[src/pkg/eeelpi_regs.vh]
`ifndef EEELPI_REGS_VH
`define EEELPI_REGS_VH

// register byte offsets
`define EEELPI_ADDR_W        12
`define EEELPI_OFF_CTRLSTAT  12'h000
`define EEELPI_OFF_TIMERS    12'h004
`define EEELPI_OFF_CONFIG    12'h008

// control/status fields
`define EEELPI_TX_ENTRY_BIT  0
`define EEELPI_TX_EXIT_BIT   1
`define EEELPI_RX_ENTRY_BIT  2
`define EEELPI_RX_EXIT_BIT   3
`define EEELPI_TX_STATE_BIT  8
`define EEELPI_RX_STATE_BIT  9
`define EEELPI_TX_EN_BIT     16
`define EEELPI_LINK_UP_BIT   17
`define EEELPI_AUTO_BIT      19

// timers fields
`define EEELPI_WAKE_LSB      0
`define EEELPI_WAKE_W        16
`define EEELPI_LINKUP_LSB    16
`define EEELPI_LINKUP_W      10

// config fields
`define EEELPI_FDX_BIT       0
`define EEELPI_MII_BIT       1
`define EEELPI_SRST_BIT      2

// reset values
`define EEELPI_CTRL_RST      32'h0000_0000
`define EEELPI_WAKE_RST      16'h0000
`define EEELPI_LINKUP_RST    10'h3e8
`define EEELPI_CFG_RST       2'h0

// mii low-power idle pattern
`define EEELPI_LPI_TXD       4'h1
`define EEELPI_LPI_RXD       4'h1

// timing
`define EEELPI_CLK_MHZ       125
`define EEELPI_TICK_US       1
`define EEELPI_US_CYC        (`EEELPI_TICK_US * `EEELPI_CLK_MHZ)
`define EEELPI_US_PER_MS     1000

`endif

[src/eeelpi_ctrl.v]
`timescale 1ns/10ps
`include "eeelpi_regs.vh"
// Behaviour
// - tx low-power idle only when full duplex and MII mode are both configured; rx LPI detection checks neither
// - enable bit requests LPI; frame in progress finishes first, then pattern
// - LPI pattern: tx_en low, tx_er high, txd 0x1
// - pattern held unchanged for the whole low-power period
// - entering tx LPI sets status bit0 and raises interrupt
// - clearing enable with auto entry off returns to normal idle and starts wake timer
// - no frame starts until wake timer expires; wake time in timers [15:0]
// - leaving tx LPI sets status bit1 and raises interrupt
// - soft or hard reset returns transmitter to normal operation
// - rx LPI detection sets status bit2 and raises interrupt
// - rx LPI exit sets bit3, raises interrupt and pulses low-power output
// - reset leaves rx LPI; pattern still present re-enters it
// - 10-bit millisecond link-up timer cleared on link down gates LPI
// - 16-bit microsecond wake timer from LPI exit, terminal count programmed
// - link-up flag at 0 resets the internal low-power timers
module eeelpi_ctrl (
	input  wire                      i_sys_clk,
	input  wire                      i_rstn,
	input  wire                      i_psel,
	input  wire                      i_penable,
	input  wire                      i_pwrite,
	input  wire [`EEELPI_ADDR_W-1:0] i_paddr,
	input  wire [31:0]               i_pwdata,
	output reg  [31:0]               o_prdata,
	output reg                       o_pready,
	output reg                       o_pslverr,
	input  wire                      i_mac_tx_busy,
	input  wire                      i_mac_tx_en,
	input  wire                      i_mac_tx_er,
	input  wire [3:0]                i_mac_txd,
	output reg                       o_tx_hold,
	input  wire                      i_mii_tx_clk,
	output reg                       o_mii_tx_en,
	output reg                       o_mii_tx_er,
	output reg  [3:0]                o_mii_txd,
	input  wire                      i_mii_rx_clk,
	input  wire                      i_mii_rx_dv,
	input  wire                      i_mii_rx_er,
	input  wire [3:0]                i_mii_rxd,
	output reg                       o_lpi_irq,
	output reg                       o_lowpower_irq_out
);
	localparam ST_IDLE = 2'h0;
	localparam ST_LPI  = 2'h1;
	localparam ST_WAKE = 2'h2;

	reg [1:0]                  state_r;
	reg [1:0]                  state_nxt;
	reg [3:0]                  flags_r;
	reg                        tx_lowpower_enable_r;
	reg                        phy_link_up_flag_r;
	reg                        tx_lowpower_auto_entry_r;
	reg [`EEELPI_WAKE_W-1:0]   wake_time_count_r;
	reg [`EEELPI_LINKUP_W-1:0] link_up_delay_r;
	reg                        fdx_r;
	reg                        mii_r;
	reg                        srst_r;
	reg [`EEELPI_LINKUP_W-1:0] link_up_delay_timer_r;
	reg [`EEELPI_WAKE_W-1:0]   wake_time_timer_r;
	reg                        rx_lpi_r;
	reg                        txclk_d_r;
	reg                        rxclk_d_r;

	wire       txclk_s;
	wire [6:0] rx_s;
	wire       us_tick;
	wire       ms_tick;

	function [31:0] place_bit;
		input integer pos;
		begin
			place_bit = 32'h0000_0001 << pos;
		end
	endfunction

	eeelpi_sync #(.W(1)) u_txclk_sync (
		.i_sys_clk (i_sys_clk),
		.i_rstn    (i_rstn),
		.i_d       (i_mii_tx_clk),
		.o_q       (txclk_s)
	);

	eeelpi_sync #(.W(7)) u_rx_sync (
		.i_sys_clk (i_sys_clk),
		.i_rstn    (i_rstn),
		.i_d       ({i_mii_rx_clk, i_mii_rx_dv, i_mii_rx_er, i_mii_rxd}),
		.o_q       (rx_s)
	);

	eeelpi_tick u_tick (
		.i_sys_clk (i_sys_clk),
		.i_rstn    (i_rstn),
		.i_clr     (srst_r),
		.o_us_tick (us_tick),
		.o_ms_tick (ms_tick)
	);

	// apb decode
	wire setup    = i_psel & ~i_penable;
	wire wr_acc   = i_psel & i_penable & o_pready & i_pwrite & ~o_pslverr;
	wire hit_cs   = (i_paddr == `EEELPI_OFF_CTRLSTAT);
	wire hit_tm   = (i_paddr == `EEELPI_OFF_TIMERS);
	wire hit_cfg  = (i_paddr == `EEELPI_OFF_CONFIG);
	wire wr_cs    = wr_acc & hit_cs;
	wire wr_tm    = wr_acc & hit_tm;
	wire wr_cfg   = wr_acc & hit_cfg;

	wire lpi_allowed = fdx_r & mii_r;
	wire link_done   = phy_link_up_flag_r & (link_up_delay_timer_r >= link_up_delay_r);
	wire lpi_req     = tx_lowpower_enable_r | (tx_lowpower_auto_entry_r & ~i_mac_tx_busy);
	wire tx_fall     = txclk_d_r & ~txclk_s;
	wire rx_rise     = rx_s[6] & ~rxclk_d_r;
	wire rx_pattern  = rx_s[4] & ~rx_s[5] & (rx_s[3:0] == `EEELPI_LPI_RXD);
	wire tx_entry    = (state_r != ST_LPI) & (state_nxt == ST_LPI);
	wire tx_exit     = (state_r == ST_LPI) & (state_nxt != ST_LPI);
	wire rx_entry    = rx_rise & rx_pattern & ~rx_lpi_r;
	wire rx_exit     = rx_rise & ~rx_s[4] & rx_lpi_r;

	wire [3:0] flag_set = {rx_exit, rx_entry, tx_exit, tx_entry};

	always @* begin
		state_nxt = state_r;
		case (state_r)
			ST_IDLE: begin
				// the frame in flight is let finish before entry
				if (lpi_req & lpi_allowed & link_done & ~i_mac_tx_busy) begin
					state_nxt = ST_LPI;
				end
			end
			ST_LPI: begin
				if (~lpi_req | ~lpi_allowed | ~phy_link_up_flag_r) begin
					state_nxt = ST_WAKE;
				end
			end
			ST_WAKE: begin
				if (wake_time_timer_r >= wake_time_count_r) begin
					state_nxt = ST_IDLE;
				end
			end
			default: begin
				state_nxt = ST_IDLE;
			end
		endcase
	end

	always @(posedge i_sys_clk or negedge i_rstn) begin
		if (!i_rstn) begin
			state_r   <= ST_IDLE;
			o_tx_hold <= 1'b0;
		end else if (srst_r) begin
			state_r   <= ST_IDLE;
			o_tx_hold <= 1'b0;
		end else begin
			state_r   <= state_nxt;
			o_tx_hold <= (state_nxt != ST_IDLE);
		end
	end

	// link-up and wake timers
	always @(posedge i_sys_clk or negedge i_rstn) begin
		if (!i_rstn) begin
			link_up_delay_timer_r <= {`EEELPI_LINKUP_W{1'b0}};
			wake_time_timer_r     <= {`EEELPI_WAKE_W{1'b0}};
		end else if (srst_r | ~phy_link_up_flag_r) begin
			link_up_delay_timer_r <= {`EEELPI_LINKUP_W{1'b0}};
			wake_time_timer_r     <= {`EEELPI_WAKE_W{1'b0}};
		end else begin
			if (ms_tick & (link_up_delay_timer_r < link_up_delay_r)) begin
				link_up_delay_timer_r <= link_up_delay_timer_r + 1'b1;
			end
			if (tx_exit) begin
				wake_time_timer_r <= {`EEELPI_WAKE_W{1'b0}};
			end else if (us_tick & (state_r == ST_WAKE) &
			             (wake_time_timer_r != {`EEELPI_WAKE_W{1'b1}})) begin
				wake_time_timer_r <= wake_time_timer_r + 1'b1;
			end
		end
	end

	// tx pins change only after a falling tx clock edge, so the phy samples stable levels
	always @(posedge i_sys_clk or negedge i_rstn) begin
		if (!i_rstn) begin
			txclk_d_r   <= 1'b0;
			o_mii_tx_en <= 1'b0;
			o_mii_tx_er <= 1'b0;
			o_mii_txd   <= 4'h0;
		end else begin
			txclk_d_r <= txclk_s;
			if (tx_fall) begin
				if (state_r == ST_LPI) begin
					o_mii_tx_en <= 1'b0;
					o_mii_tx_er <= 1'b1;
					o_mii_txd   <= `EEELPI_LPI_TXD;
				end else if (state_r == ST_WAKE) begin
					o_mii_tx_en <= 1'b0;
					o_mii_tx_er <= 1'b0;
					o_mii_txd   <= 4'h0;
				end else begin
					o_mii_tx_en <= i_mac_tx_en;
					o_mii_tx_er <= i_mac_tx_er;
					o_mii_txd   <= i_mac_txd;
				end
			end
		end
	end

	// receive side; entry and exit are only detected on rising rx clock edges, so a stopped clock freezes rx detection
	always @(posedge i_sys_clk or negedge i_rstn) begin
		if (!i_rstn) begin
			rxclk_d_r          <= 1'b0;
			rx_lpi_r           <= 1'b0;
			o_lowpower_irq_out <= 1'b0;
		end else begin
			rxclk_d_r          <= rx_s[6];
			o_lowpower_irq_out <= rx_exit & ~srst_r;
			if (srst_r) begin
				rx_lpi_r <= 1'b0;
			end else if (rx_entry) begin
				rx_lpi_r <= 1'b1;
			end else if (rx_exit) begin
				rx_lpi_r <= 1'b0;
			end
		end
	end

	// registers; status flags are write-one-to-clear and a same-cycle event wins
	always @(posedge i_sys_clk or negedge i_rstn) begin
		if (!i_rstn) begin
			flags_r                  <= 4'h0;
			tx_lowpower_enable_r     <= 1'b0;
			phy_link_up_flag_r       <= 1'b0;
			tx_lowpower_auto_entry_r <= 1'b0;
			wake_time_count_r        <= `EEELPI_WAKE_RST;
			link_up_delay_r          <= `EEELPI_LINKUP_RST;
			fdx_r                    <= 1'b0;
			mii_r                    <= 1'b0;
			srst_r                   <= 1'b0;
			o_lpi_irq                <= 1'b0;
		end else begin
			srst_r <= wr_cfg & i_pwdata[`EEELPI_SRST_BIT];
			flags_r <= (flags_r & ~(wr_cs ? i_pwdata[3:0] : 4'h0)) |
			           (srst_r ? 4'h0 : flag_set);
			o_lpi_irq <= |flags_r;
			if (wr_cs) begin
				tx_lowpower_enable_r     <= i_pwdata[`EEELPI_TX_EN_BIT];
				phy_link_up_flag_r       <= i_pwdata[`EEELPI_LINK_UP_BIT];
				tx_lowpower_auto_entry_r <= i_pwdata[`EEELPI_AUTO_BIT];
			end
			if (wr_tm) begin
				wake_time_count_r <= i_pwdata[`EEELPI_WAKE_LSB +: `EEELPI_WAKE_W];
				link_up_delay_r   <= i_pwdata[`EEELPI_LINKUP_LSB +: `EEELPI_LINKUP_W];
			end
			if (wr_cfg) begin
				fdx_r <= i_pwdata[`EEELPI_FDX_BIT];
				mii_r <= i_pwdata[`EEELPI_MII_BIT];
			end
		end
	end

	// apb answer: one access cycle, read data captured in the setup cycle
	always @(posedge i_sys_clk or negedge i_rstn) begin
		if (!i_rstn) begin
			o_pready  <= 1'b0;
			o_pslverr <= 1'b0;
			o_prdata  <= 32'h0000_0000;
		end else begin
			o_pready  <= setup;
			o_pslverr <= setup & ~(hit_cs | hit_tm | hit_cfg);
			if (setup & ~i_pwrite) begin
				o_prdata <= 32'h0000_0000;
				if (hit_cs) begin
					o_prdata <= {28'h0000000, flags_r}
					          | ((state_r == ST_LPI) ? place_bit(`EEELPI_TX_STATE_BIT) : 32'h0)
					          | (rx_lpi_r ? place_bit(`EEELPI_RX_STATE_BIT) : 32'h0)
					          | (tx_lowpower_enable_r ? place_bit(`EEELPI_TX_EN_BIT) : 32'h0)
					          | (phy_link_up_flag_r ? place_bit(`EEELPI_LINK_UP_BIT) : 32'h0)
					          | (tx_lowpower_auto_entry_r ? place_bit(`EEELPI_AUTO_BIT) : 32'h0);
				end else if (hit_tm) begin
					o_prdata <= {6'h00, link_up_delay_r, wake_time_count_r};
				end else if (hit_cfg) begin
					o_prdata <= {30'h00000000, mii_r, fdx_r};
				end
			end
		end
	end
endmodule

[src/eeelpi_sync.v]
`timescale 1ns/10ps
// three-stage synchroniser; a change is accepted once stages two and three agree
module eeelpi_sync #(
	parameter W = 1
) (
	input  wire         i_sys_clk,
	input  wire         i_rstn,
	input  wire [W-1:0] i_d,
	output reg  [W-1:0] o_q
);
	reg [W-1:0] s1_r;
	reg [W-1:0] s2_r;
	reg [W-1:0] s3_r;

	always @(posedge i_sys_clk or negedge i_rstn) begin
		if (!i_rstn) begin
			s1_r <= {W{1'b0}};
			s2_r <= {W{1'b0}};
			s3_r <= {W{1'b0}};
			o_q  <= {W{1'b0}};
		end else begin
			s1_r <= i_d;
			s2_r <= s1_r;
			s3_r <= s2_r;
			if (s2_r == s3_r) begin
				o_q <= s3_r;
			end
		end
	end
endmodule

[src/eeelpi_tick.v]
`timescale 1ns/10ps
`include "eeelpi_regs.vh"
// microsecond and millisecond enable pulses from the system clock
module eeelpi_tick #(
	parameter US_CYC    = `EEELPI_US_CYC,
	parameter US_PER_MS = `EEELPI_US_PER_MS
) (
	input  wire i_sys_clk,
	input  wire i_rstn,
	input  wire i_clr,
	output reg  o_us_tick,
	output reg  o_ms_tick
);
	reg [7:0] cyc_r;
	reg [9:0] us_r;

	always @(posedge i_sys_clk or negedge i_rstn) begin
		if (!i_rstn) begin
			cyc_r     <= 8'h00;
			us_r      <= 10'h000;
			o_us_tick <= 1'b0;
			o_ms_tick <= 1'b0;
		end else if (i_clr) begin
			cyc_r     <= 8'h00;
			us_r      <= 10'h000;
			o_us_tick <= 1'b0;
			o_ms_tick <= 1'b0;
		end else begin
			o_us_tick <= 1'b0;
			o_ms_tick <= 1'b0;
			if (cyc_r == US_CYC[7:0] - 8'h01) begin
				cyc_r     <= 8'h00;
				o_us_tick <= 1'b1;
				if (us_r == US_PER_MS[9:0] - 10'h001) begin
					us_r      <= 10'h000;
					o_ms_tick <= 1'b1;
				end else begin
					us_r <= us_r + 10'h001;
				end
			end else begin
				cyc_r <= cyc_r + 8'h01;
			end
		end
	end
endmodule

[config.mk]
export PLATFORM = sky130hd
export DESIGN_NAME = eeelpi_ctrl
export DESIGN_NICKNAME = d
export VERILOG_FILES = /design/src/eeelpi_ctrl.v /design/src/eeelpi_sync.v /design/src/eeelpi_tick.v
export VERILOG_INCLUDE_DIRS = /design/src /design/src/pkg
export SDC_FILE = /design/constraint.sdc
export NUM_CORES = 1
export LEC_CHECK = 0
export ABC_AREA = 1
export BUFFER_PORTS_ARGS = -buffer_cell sky130_fd_sc_hd__buf_2
export CAP_MARGIN = 20
export CORE_ASPECT_RATIO = 1.75
export CORE_MARGIN = 10
export CORE_UTILIZATION = 42
export CTS_CLUSTER_DIAMETER = 200
export DETAILED_ROUTE_END_ITERATION = 10
export PLACE_DENSITY = 0.62
export SYNTH_ARGS = -nofsm -noshare
export SYNTH_HDL_FRONTEND = slang
export SYNTH_HIERARCHICAL = 1
export SYNTH_SLANG_ARGS = --single-unit
export TNS_END_PERCENT = 100
[constraint.sdc]
create_clock -name i_sys_clk -period 1.82 [get_ports i_sys_clk]
set_input_delay 0.455 -clock i_sys_clk [delete_from_list [all_inputs] [get_ports i_sys_clk]]
set_output_delay 0.455 -clock i_sys_clk [all_outputs]
set_load 0.05 [all_outputs]
==> run_results.csv, run 1 <==
group,metric,value,unit
floorplan,pin_count,107,
floorplan,core,18700,um2
critical_path,slowest_delay,520,ps
synth,yosysTopAreaCell,"dfrtp_1",
critical_path,critPathSlowestCell,"dfstp_2",
final_layout,finalNetCount,1172,
synth,synthTopCellsByArea,"dfrtp_1, nand2_1, inv_1",
route,vias,6424,
synth,yosys-top-cells-count,"nand2_1, dfrtp_1, inv_1",
floorplan,dieHeight,203,um
critical_path,path_cells,"inv_1 -> ha_4 -> nand2_2 -> nor2_4 -> nand3_2 -> nand4_1 -> nand2_2 -> buf_6 -> nand2_1 -> o21ai_1",
timing,worst_clock_skew,7.95,ps
timing,setup_ws,53.7,ps
critical_path,path_class,"flip-flop to flip-flop",
power_and_ir_drop,ir_worst_vdd,0.000673,V
power_and_ir_drop,power_frac_comb,7.6,%
floorplan,die_area,25200,um2
final_layout,post_route_cells_drive_above_1_share,24.4,%
route,drtPass1Iterations,6,
global_routing,grt_first_pass_wirelength,31.9,mm
final_layout,areaGrowthSynthToFinish,21.5,%
clocking,cts.sinks,156,
power_and_ir_drop,pwr-share-seq,47.1,%
timing,min_period_over_period,97.1,%
synth,synth.most_common_cell,"nand2_1",
clocking,cts_root_buf,"clkbuf_16",
timing,hold_violations,0,
synth,yosysTopAreaCellShare,46.8,%
synth,yosysSeqAreaShare,48.8,%
route,drt-total-wl,19.2,mm
run_status,status,"completed",
synth,synth_ff_type,"dfrtp_1",
global_routing,grt_pass1_vias,6524,
critical_path,r2r-start,"link_up_delay_r[7]",
final_layout,fillCellCount,1808,
clocking,clock_latency,420,ps
power_and_ir_drop,total_power,7770,uW
synth,yosys_warnings,6,
power_and_ir_drop,p_switching,1930,uW
global_routing,antenna_found_initial,1,
timing,rsz0062_at_grt,"yes",
power_and_ir_drop,cellLeakagePower,0.00491,uW
timing,hold_ws,131,ps
power_and_ir_drop,switching_share,24.8,%
floorplan,fp.dieW,124,um
critical_path,cp_max_fo,4,
critical_path,r2r_setup_slack,50,ps
synth,synthCells,940,
clocking,clkSlewWorstSetupHoldPaths,70,ps
route,drc,0,
critical_path,worst_setup_path_end_kind,"flip-flop",
place,routabilityCongestion,0.818,
place,dp_slack,-86.4,ps
floorplan,fp-row-count,66,
clocking,clockBufferDepth,2,
timing,setup_viol,0,
flow_run,drv_cap,0,
synth,syn_area_per_cell,8.53,um2
route,wl_per_cell,14.4,um
synth,syn-cell-area,8020,um2
place,io_buffers,94,
min_path,hp-start,"i_mii_rx_dv",
critical_path,critPathLaunchType,"flip-flop",
floorplan,initial_core_util,43.0,%
power_and_ir_drop,intPower,5840,uW
place,post-dp-hpwl,14.8,mm
timing,finalMaxSlewViolations,0,
critical_path,critPathRequiredTime,2130,ps
power_and_ir_drop,clkPwrFrac,45.2,%
synth,synth_edf_count,0,
clocking,htree_levels,4,
critical_path,crit_start,"link_up_delay_r[7]",
synth,ys_ff_latch,156,
timing,period_minus_slack,1770,ps
global_routing,grtUsageTotal,15.5,%
route,drt-vias-per-instance,4.83,
min_path,hold_class,"input port to flip-flop",
clocking,cts_tree,"done",
global_routing,grt_overflow,0,
route,drtIter0Drc,376,
timing,max_clock_freq,566,MHz
power_and_ir_drop,power_density,797,nW/um2
synth,synthArstFlopShare,100,%
critical_path,cpMostUsedCell,"nand2_2",
global_routing,grt_max_degree,53,
critical_path,worstPathArrival,2070,ps
clocking,numCtsBuffers,17,
synth,synth.distinct_cells,44,
route,ant_nets,0,
==> cell usage in the layout, fill, tap and decap left out, drive strengths merged <==
cell	Yosys	routed
nor3	17	17
o21bai	9	9
inv	139	143
o21a	1	1
o21ai	54	54
clkinvlp	0	4
diode	0	1
clkbuf	3	21
or2	1	1
nor4	1	1
dfrtp	150	150
nand4	20	20
xor2	10	10
o31ai	17	17
nand2	247	247
dfstp	6	6
o22ai	7	7
a21oi	31	31
clkinv	2	3
nor3b	2	2
nor2	103	105
a31oi	1	1
bufinv	0	2
xnor2	6	6
dlygate4sd3	0	1
conb	1	6
nand3	60	60
buf	19	132
ha	31	31
nand3b	2	2
==> state kept, by name (all words and copies together) (netlist names), 7 cells and up <==
signal and cells:
wake_time_timer_r 16, o_prdata 26, wake_time_count_r 16, link_up_delay_timer_r 10, u_rx_sync/o_q 7, u_rx_sync/s1_r 7
link_up_delay_r 10, u_rx_sync/s2_r 7, u_rx_sync/s3_r 7, u_tick/cyc_r 8, u_tick/us_r 10
==> critical path, delay by kind of cell, from the launching register on <==
family / cells / cell delay (ps)
flops: 1 / 520
compound gates: 1 / 50
buf+inv: 2 / 220
fa+ha+maj: 1 / 280
simple gates: 6 / 590
==> logic make-up (layout without fill, tap and decap cells) <==
| group | after synthesis | in the layout | synth area share, % |
|---|---|---|---|
| adder cells (fa/ha/maj) | 31 | 31 | 4.84 |
| flip-flops | 156 | 156 | 48.8 |
| AND/OR/NAND/NOR | 453 | 455 | 26.7 |
| other | 1 | 7 | 0.0468 |
| buffers and inverters | 163 | 306 | 8.53 |
| XOR/XNOR | 16 | 16 | 1.75 |
| AO/OA/AOI/OAI | 120 | 120 | 9.36 |
==> power by group through the flow <==
stage               combinational (uW)  clock [uW]  sequential, uW
detailed placement                 605           0            3720
global placement                   600           0            3720
global route                       663        3760            3670
CTS                                611        3600            3660
floorplan                          229           0            3850
finish                             594        3520            3660
==> area by class of cell <==
class	instances	area, um2	area share (%)
inverter	141	536	5.50
multi-input combinational	628	3560	36.5
clock buffer	21	450	4.62
tap	238	298	3.06
clock inverter	11	134	1.37
antenna	1	2.50	0.0257
timing repair buffer	133	851	8.73
sequential	156	3910	40.2
==> what timing repair did <==
item / CTS / global route
buffers inserted: 1 / 1
hold endpoints to repair: 35 / 0
pin swaps: 3 / 13
hold buffers: 1 / 0
setup endpoints to repair: 18 / 19
gates resized for setup: 6 / 27
cloned: 1 / 1
==> per-layer routing <==
metal | global-route usage [%] | up-vias | wire, um
li1 | - | 3283 | -
met1 | 16.6 | 3009 | 7460
met2 | 28.7 | 105 | 10700
met3 | 3.47 | 27 | 569
met4 | 5.81 | 0 | 458
met5 | 0 | - | 0
==> final timing paths <==
kind / end / cells past startpoint
setup / recovery: link_up_delay_timer_r[7] / 10
min in group asynchronous: u_rx_sync/s2_r[2] / 2
hold / removal: u_rx_sync/s1_r[5] / 1
setup reg to reg: link_up_delay_timer_r[7] / 10
hold reg to reg: u_rx_sync/s2_r[0] / 0
max in group asynchronous: link_up_delay_r[7] / 3
==> metrics by stage <==
| stage | area [um2] | instances | setup TNS (ps) | util [%] |
|---|---|---|---|---|
| CTS | 9620 | 1326 | -14.7 | 51.5 |
| finish | 9740 | 1329 | 0 | 52.2 |
| global placement | 9000 | 1291 | -58.3 | 48.2 |
| detailed placement | 9000 | 1291 | -559 | 48.2 |
| global route | 9740 | 1328 | -173 | 52.2 |
| floorplan | 8040 | 945 | 0 | - |
(Power assumes the default switching activity.)
==> inputs of run 2 (changes only) <==
ABC_AREA = unset   (was 1)
==> run 2 against run 1 <==
Net effect:
- the run now ends with setup timing left
- cell count decreased by 16%
- cell area up 2.3%
- synthesized cell count shrank 28%
- global-route usage grew 1.3 points
- register-to-register slack got worse by 240 ps
- critical path depth is 3 lower
- flip-flop and latch count stayed put
- wire length is 2.1% higher
- clock power barely moved
- utilization rose by 5.2 points
- sequential share of layout area fell by 0.91 points
- critical path type unchanged
- largest cell class unchanged
==> run_results.csv, run 2 <==
group,metric,value,unit
floorplan,core,17400,um2
clocking,clock_latency,420,ps
synth,synthCells,677,
final_layout,final_cell_mix,"dfrtp_1, buf_2, buf_4",
synth,synthArstFlopShare,100,%
synth,yosys-top-cells-count,"dfrtp_1, nand2_1, nand3_1",
floorplan,dieHeight,195,um
final_layout,fillCellCount,1499,
final_layout,regArea,3910,um2
synth,synth_edf_count,0,
clocking,htree_levels,4,
final_layout,finalNetCount,967,
timing,min_period_over_period,111,%
run_status,violations,"setup timing",
route,drt-total-wl,19.6,mm
timing,relSlewSlack,65.5,%
power_and_ir_drop,switching_share,26.2,%
synth,synth_top_family_by_area,"simple AND/OR/NAND/NOR gates",
timing,worst_clock_skew,12.2,ps
route,drtPass1Iterations,6,
critical_path,r2r-start,"link_up_delay_r[3]",
floorplan,fp.dieW,120,um
clocking,numCtsBuffers,17,
final_layout,largest_register_ffs,26,
floorplan,fp-row-count,64,
synth,yosysSeqAreaShare,53.2,%
min_path,min_to,"u_rx_sync/s1_r[3]",
critical_path,reg2reg_depth,7,
final_layout,antenna_cells,0,
global_routing,grt_first_pass_wirelength,31.9,mm
timing,period_minus_slack,2010,ps
critical_path,slowest_delay,550,ps
synth,synth.most_common_cell,"dfrtp_1",
route,ant_nets,0,
final_layout,final_util,57.4,%
critical_path,path_class,"flip-flop to flip-flop",
clocking,cts_tree,"done",
synth,synth.distinct_cells,65,
timing,rsz0062_at_grt,"yes",
route,vias,5888,
floorplan,die_area,23400,um2
global_routing,grt_max_degree,37,
run_status,status,"complete, but fails checks",
critical_path,cp_max_fo,4,
final_layout,final_common_cell,"dfrtp_1",
final_layout,multiInputGateArea,3640,um2
route,drc,0,
place,routabilityCongestion,0.865,
min_path,hold_class,"input port to flip-flop",
synth,synthTopCellsByArea,"dfrtp_1, ha_1, nand2_1",
power_and_ir_drop,power_frac_comb,5.1,%
timing,setup_ws,-191,ps
floorplan,initial_core_util,42.3,%
critical_path,critPathBufInv,1,
global_routing,grtUsageTotal,16.8,%
timing,hold_violations,0,
synth,synth_xor_area_share,3.34,%
synth,synth-compound-area-share,8.84,%
critical_path,path_cells,"inv_2 -> ha_4 -> and3_4 -> o21ai_4 -> a31oi_4 -> or4_1 -> a21boi_1",
floorplan,pin_count,107,
critical_path,worst_setup_path_end_kind,"flip-flop",
synth,syn_area_per_cell,10.9,um2
synth,ys_ff_latch,156,
critical_path,worstPathArrival,2350,ps
min_path,whs_path_depth,1,
place,io_buffers,94,
place,post-dp-hpwl,14.0,mm
final_layout,post_route_cells_drive_above_1_share,37.5,%
power_and_ir_drop,clkPwrFrac,46.8,%
timing,max_clock_freq,497,MHz
final_layout,top_register,"o_prdata",
critical_path,reg2reg_to,"link_up_delay_timer_r[4]",
critical_path,r2r_setup_slack,-190,ps
synth,yosysTopAreaCell,"dfrtp_1",
power_and_ir_drop,pwr-share-seq,48.1,%
synth,synth_simple_gate_area_share,18.1,%
critical_path,critPathLaunchType,"flip-flop",
clocking,cts.sinks,156,
timing,tightestPinTransition,513,ps
synth,yosysTopAreaCellShare,51.1,%
route,wl_per_cell,17.5,um
synth,synth_ff_type,"dfrtp_1",
synth,synth_fa_ha_area_share,5.70,%
final_layout,areaGrowthSynthToFinish,35.7,%
clocking,cts_root_buf,"clkbuf_16",
power_and_ir_drop,intPower,5570,uW
critical_path,critPathRequiredTime,2160,ps
route,drt-vias-per-instance,5.28,
flow_run,drv_cap,0,
final_layout,top_regs,"o_prdata (26), wake_time_count_r (16), wake_time_timer_r (16)",
min_path,hp-start,"i_mii_rxd[3]",
power_and_ir_drop,ir_worst_vdd,0.000499,V
synth,yosys_warnings,6,
place,dp_slack,-272,ps
synth,syn-cell-area,7350,um2
power_and_ir_drop,cellLeakagePower,0.00471,uW
global_routing,antenna_found_initial,0,
timing,finalMaxSlewViolations,0,
power_and_ir_drop,power_density,757,nW/um2
timing,setup_viol,14,
global_routing,grt_overflow,0,
route,drtIter0Drc,329,
power_and_ir_drop,p_switching,1980,uW
critical_path,critPathSlowestCell,"or4_1",
synth,synth_mux_area_share,6.66,%
clocking,clockBufferDepth,2,
clocking,clkSlewWorstSetupHoldPaths,80,ps
global_routing,grt_pass1_vias,6498,
critical_path,critical_path.top_delay_family,"simple AND/OR/NAND/NOR gates",
## run 2: worst max-delay path by stage
stage          depth (start not counted)  slack (ps)                       end               start
2_1_floorplan                          7        -270     wake_time_count_r[10]          i_paddr[1]
3_3_place_gp                           7        -260     wake_time_count_r[10]          i_paddr[1]
3_5_place_dp                           8        -270  link_up_delay_timer_r[6]  link_up_delay_r[3]
4_1_cts                                8        -250  link_up_delay_timer_r[6]  link_up_delay_r[3]
5_1_grt                                9        -270  link_up_delay_timer_r[4]  link_up_delay_r[3]
6_report                               7        -190  link_up_delay_timer_r[4]  link_up_delay_r[3]
## run 2: cell type report
cell class,count,area share (%)
sequential,156,39.2
tap,231,2.90
timing repair buffer,201,13.9
clock inverter,15,1.73
timing repair inverter,1,0.0502
clock buffer,17,4.27
multi-input combinational,460,36.5
inverter,35,1.36
## run 2: cell families after synthesis
family,count (synthesis)
muxes,44
buffers and inverters,66
other,1
DFF,156
AOI/OAI and AO/OA,95
xor gates and xnor gates,28
and+or+nand+nor,253
adders and majority gates,34
## run 2: through the flow
| stage | TNS, ps | area, um2 | total power (uW) | instances | hold WS [ps] |
|---|---|---|---|---|---|
| after floorplan | -6780 | 7500 | 3850 | 682 | 159 |
| after global placement | -10370 | 8780 | 4060 | 1058 | 337 |
| after detailed placement | -11360 | 8780 | 4080 | 1058 | 335 |
| after CTS | -2550 | 9750 | 7630 | 1107 | 113 |
| after global routing | -3280 | 9970 | 7840 | 1116 | 112 |
| final | -1910 | 9970 | 7550 | 1116 | 128 |
## run 2: repair_timing
item                       in CTS  in global routing
cloned                          1                  1
setup endpoints to repair      23                 37
setup buffers                  15                 13
hold buffers                    1                  0
pin swaps                      26                 28
gates resized for setup        36                 38
hold endpoints to repair       25                  0
## run 2: power by group through the flow
stage / Clock [uW] / Sequential, uW / Combinational [uW]
2_1_floorplan: 0 / 3690 / 168
3_3_place_gp: 0 / 3690 / 375
3_5_place_dp: 0 / 3700 / 388
4_1_cts: 3610 / 3630 / 392
5_1_grt: 3770 / 3640 / 425
6_report: 3530 / 3630 / 386
## run 2: metal layers
layer | vias up | track usage (%) | routed length [um]
met5 | - | 0 | 0
met4 | 0 | 7.09 | 497
met3 | 29 | 3.87 | 1050
met2 | 157 | 30.3 | 10500
met1 | 2902 | 18.2 | 7550
li1 | 2800 | - | -
==> inputs of run 3 (changes only) <==
SETUP_SLACK_MARGIN = 0.4   (was unset)
==> run 3 against run 2 <==
Net effect:
- the flow still finishes with violations (setup timing)
- die area did not move
- worst setup slack got worse by 31 ps
- non-clock buffer count rose by 37
- cell area rose by 13%
- sequential share of layout area fell by 4.4 points
- via count rose by 6.3%
- global-route usage rose by 2.2 points
- critical path depth rose by 1
- flip-flop and latch count did not move
- combinational power rose by 12%
- wire length rose by 16%
- critical path type unchanged
- largest power group unchanged
- highest routed layer is now met5
==> run_results.csv, run 3 (synthesis results as in run 2) <==
group,metric,value,unit
global_routing,antenna_found_initial,2,
place,dp_slack,-304,ps
global_routing,grt_max_degree,44,
timing,finalMaxSlewViolations,0,
critical_path,reg2reg_depth,8,
global_routing,grt_first_pass_wirelength,35.3,mm
critical_path,path_cells,"inv_2 -> ha_4 -> and3_4 -> o21ai_4 -> a31oi_4 -> buf_6 -> or4_1 -> a21boi_1",
critical_path,r2r_setup_slack,-220,ps
global_routing,grtUsageTotal,19.0,%
power_and_ir_drop,clkPwrFrac,45.1,%
critical_path,critPathSlowestCell,"dfstp_2",
place,post-dp-hpwl,14.3,mm
final_layout,finalNetCount,1007,
power_and_ir_drop,p_switching,1860,uW
critical_path,critPathLaunchType,"flip-flop",
flow_run,drv_cap,0,
final_layout,areaGrowthSynthToFinish,52.9,%
power_and_ir_drop,power_frac_comb,5.8,%
floorplan,pin_count,107,
floorplan,core,17400,um2
timing,max_clock_freq,490,MHz
place,io_buffers,94,
global_routing,grt_pass1_vias,6824,
clocking,clockBufferDepth,2,
critical_path,cp_max_fo,6,
timing,min_period_over_period,112,%
floorplan,fp-row-count,64,
floorplan,fp.dieW,120,um
route,vias,6260,
route,drc,0,
critical_path,worst_setup_path_end_kind,"flip-flop",
min_path,hp-start,"i_mii_rx_dv",
power_and_ir_drop,switching_share,25.0,%
global_routing,grt_overflow,0,
power_and_ir_drop,pwr-share-seq,49.1,%
critical_path,critical_path.top_delay_family,"simple AND/OR/NAND/NOR gates",
floorplan,initial_core_util,42.3,%
route,ant_nets,0,
final_layout,post_route_cells_drive_above_1_share,48.9,%
place,routabilityCongestion,0.929,
power_and_ir_drop,intPower,5560,uW
timing,hold_violations,0,
final_layout,final_common_cell,"dfrtp_1",
clocking,htree_levels,4,
power_and_ir_drop,ir_worst_vdd,0.000745,V
route,drtPass1Iterations,4,
floorplan,die_area,23400,um2
critical_path,worstPathArrival,2400,ps
floorplan,dieHeight,195,um
clocking,clkSlewWorstSetupHoldPaths,70,ps
min_path,whs_path_depth,1,
critical_path,critPathBufInv,2,
power_and_ir_drop,power_density,660,nW/um2
clocking,cts_tree,"done",
critical_path,critPathRequiredTime,2180,ps
route,wl_per_cell,19.6,um
critical_path,reg2reg_to,"link_up_delay_timer_r[2]",
min_path,hold_class,"input port to flip-flop",
final_layout,top_regs,"o_prdata (26), wake_time_count_r (16), wake_time_timer_r (16)",
clocking,numCtsBuffers,17,
clocking,cts_root_buf,"clkbuf_16",
final_layout,final_util,64.7,%
timing,period_minus_slack,2040,ps
final_layout,final_cell_mix,"dfrtp_1, buf_4, nand2_1",
timing,rsz0062_at_grt,"yes",
min_path,min_to,"u_rx_sync/s1_r[5]",
timing,setup_ws,-222,ps
critical_path,r2r-start,"link_up_delay_r[3]",
final_layout,top_register,"o_prdata",
route,drt-vias-per-instance,5.41,
critical_path,path_class,"flip-flop to flip-flop",
route,drtIter0Drc,253,
power_and_ir_drop,cellLeakagePower,0.00510,uW
timing,setup_viol,14,
critical_path,slowest_delay,540,ps
clocking,clock_latency,440,ps
final_layout,largest_register_ffs,26,
clocking,cts.sinks,156,
run_status,status,"complete, but fails checks",
timing,worst_clock_skew,10.9,ps
route,drt-total-wl,22.7,mm
run_status,violations,"setup timing",
-- run 3: cell count changes in the layout (fill, tap and decap cells not counted), moves of 9 or more --
cell	previous run	this run
mux2_1	19	0
nand3_1	36	15
buf_4	93	102
mux2_4	0	37
o21ai_0	15	5
mux2_2	20	2
nand3_2	2	21
buf_2	93	53
buf_6	7	65
-- run 3: per-layer routing --
metal | GRT usage, % | vias up | wire length [um]
li1 | - | 2874 | -
met1 | 18.5 | 3175 | 7900
met2 | 35.7 | 144 | 13100
met3 | 4.02 | 65 | 708
met4 | 10.5 | 2 | 927
met5 | 0 | - | 13
-- run 3: final cells by class --
type | instances | area, um2
multi-input cells | 463 | 4200
clock inverters | 13 | 108
repair buffers | 238 | 2120
fillers | 1313 | 6140
clock buffers | 19 | 443
diodes | 1 | 2.50
well taps | 231 | 289
inverters | 35 | 144
flip-flops and latches | 156 | 3920
repair inverters | 1 | 11.3
-- run 3: worst max-delay path by stage --
stage / slack, ps / cells after the start / from / endpoint
floorplan: -270 / 7 / i_paddr[1] / wake_time_count_r[10]
global placement: -250 / 7 / i_paddr[1] / link_up_delay_r[2]
detailed placement: -300 / 8 / link_up_delay_r[3] / link_up_delay_timer_r[6]
CTS: -180 / 8 / link_up_delay_r[3] / link_up_delay_timer_r[6]
global route: -290 / 8 / link_up_delay_r[5] / link_up_delay_timer_r[2]
finish: -220 / 8 / link_up_delay_r[3] / link_up_delay_timer_r[2]
-- run 3: timing repair --
item	in CTS	in global routing
hold endpoints to repair	33	0
setup buffers	32	18
endpoints found under the setup margin	137	153
gates cloned	8	2
pin swaps	73	47
hold buffers	1	0
resized for setup	216	73
-- run 3: power groups by stage --
stage | registers [uW] | logic (uW) | clock network, uW
global placement | 3690 | 360 | 0
floorplan | 3690 | 169 | 0
CTS | 3640 | 427 | 3390
finish | 3640 | 433 | 3340
detailed placement | 3700 | 374 | 0
global route | 3650 | 471 | 3540
-- run 3: stage by stage --
step           total power [uW]  hold WS (ps)  cell area (um2)  instances  TNS, ps
4_1_cts                    7460           109            10700       1136    -1830
6_report                   7420           122            11200       1157    -2190
3_5_place_dp               4070           339             8920       1063   -12030
3_3_place_gp               4050           332             8920       1063    -9010
2_1_floorplan              3850           159             7670        682    -6900
5_1_grt                    7670           112            11200       1157    -3080
-- run 3: worst register-to-register path: cells and delay by family, from the launching register on --
| family | cells | cell delay (ps) |
|---|---|---|
| buffers and inverters | 2 | 200 |
| AOI/OAI and AO/OA | 3 | 440 |
| adders and majority gates | 1 | 210 |
| and+or+nand+nor | 2 | 580 |
| DFF | 1 | 540 |
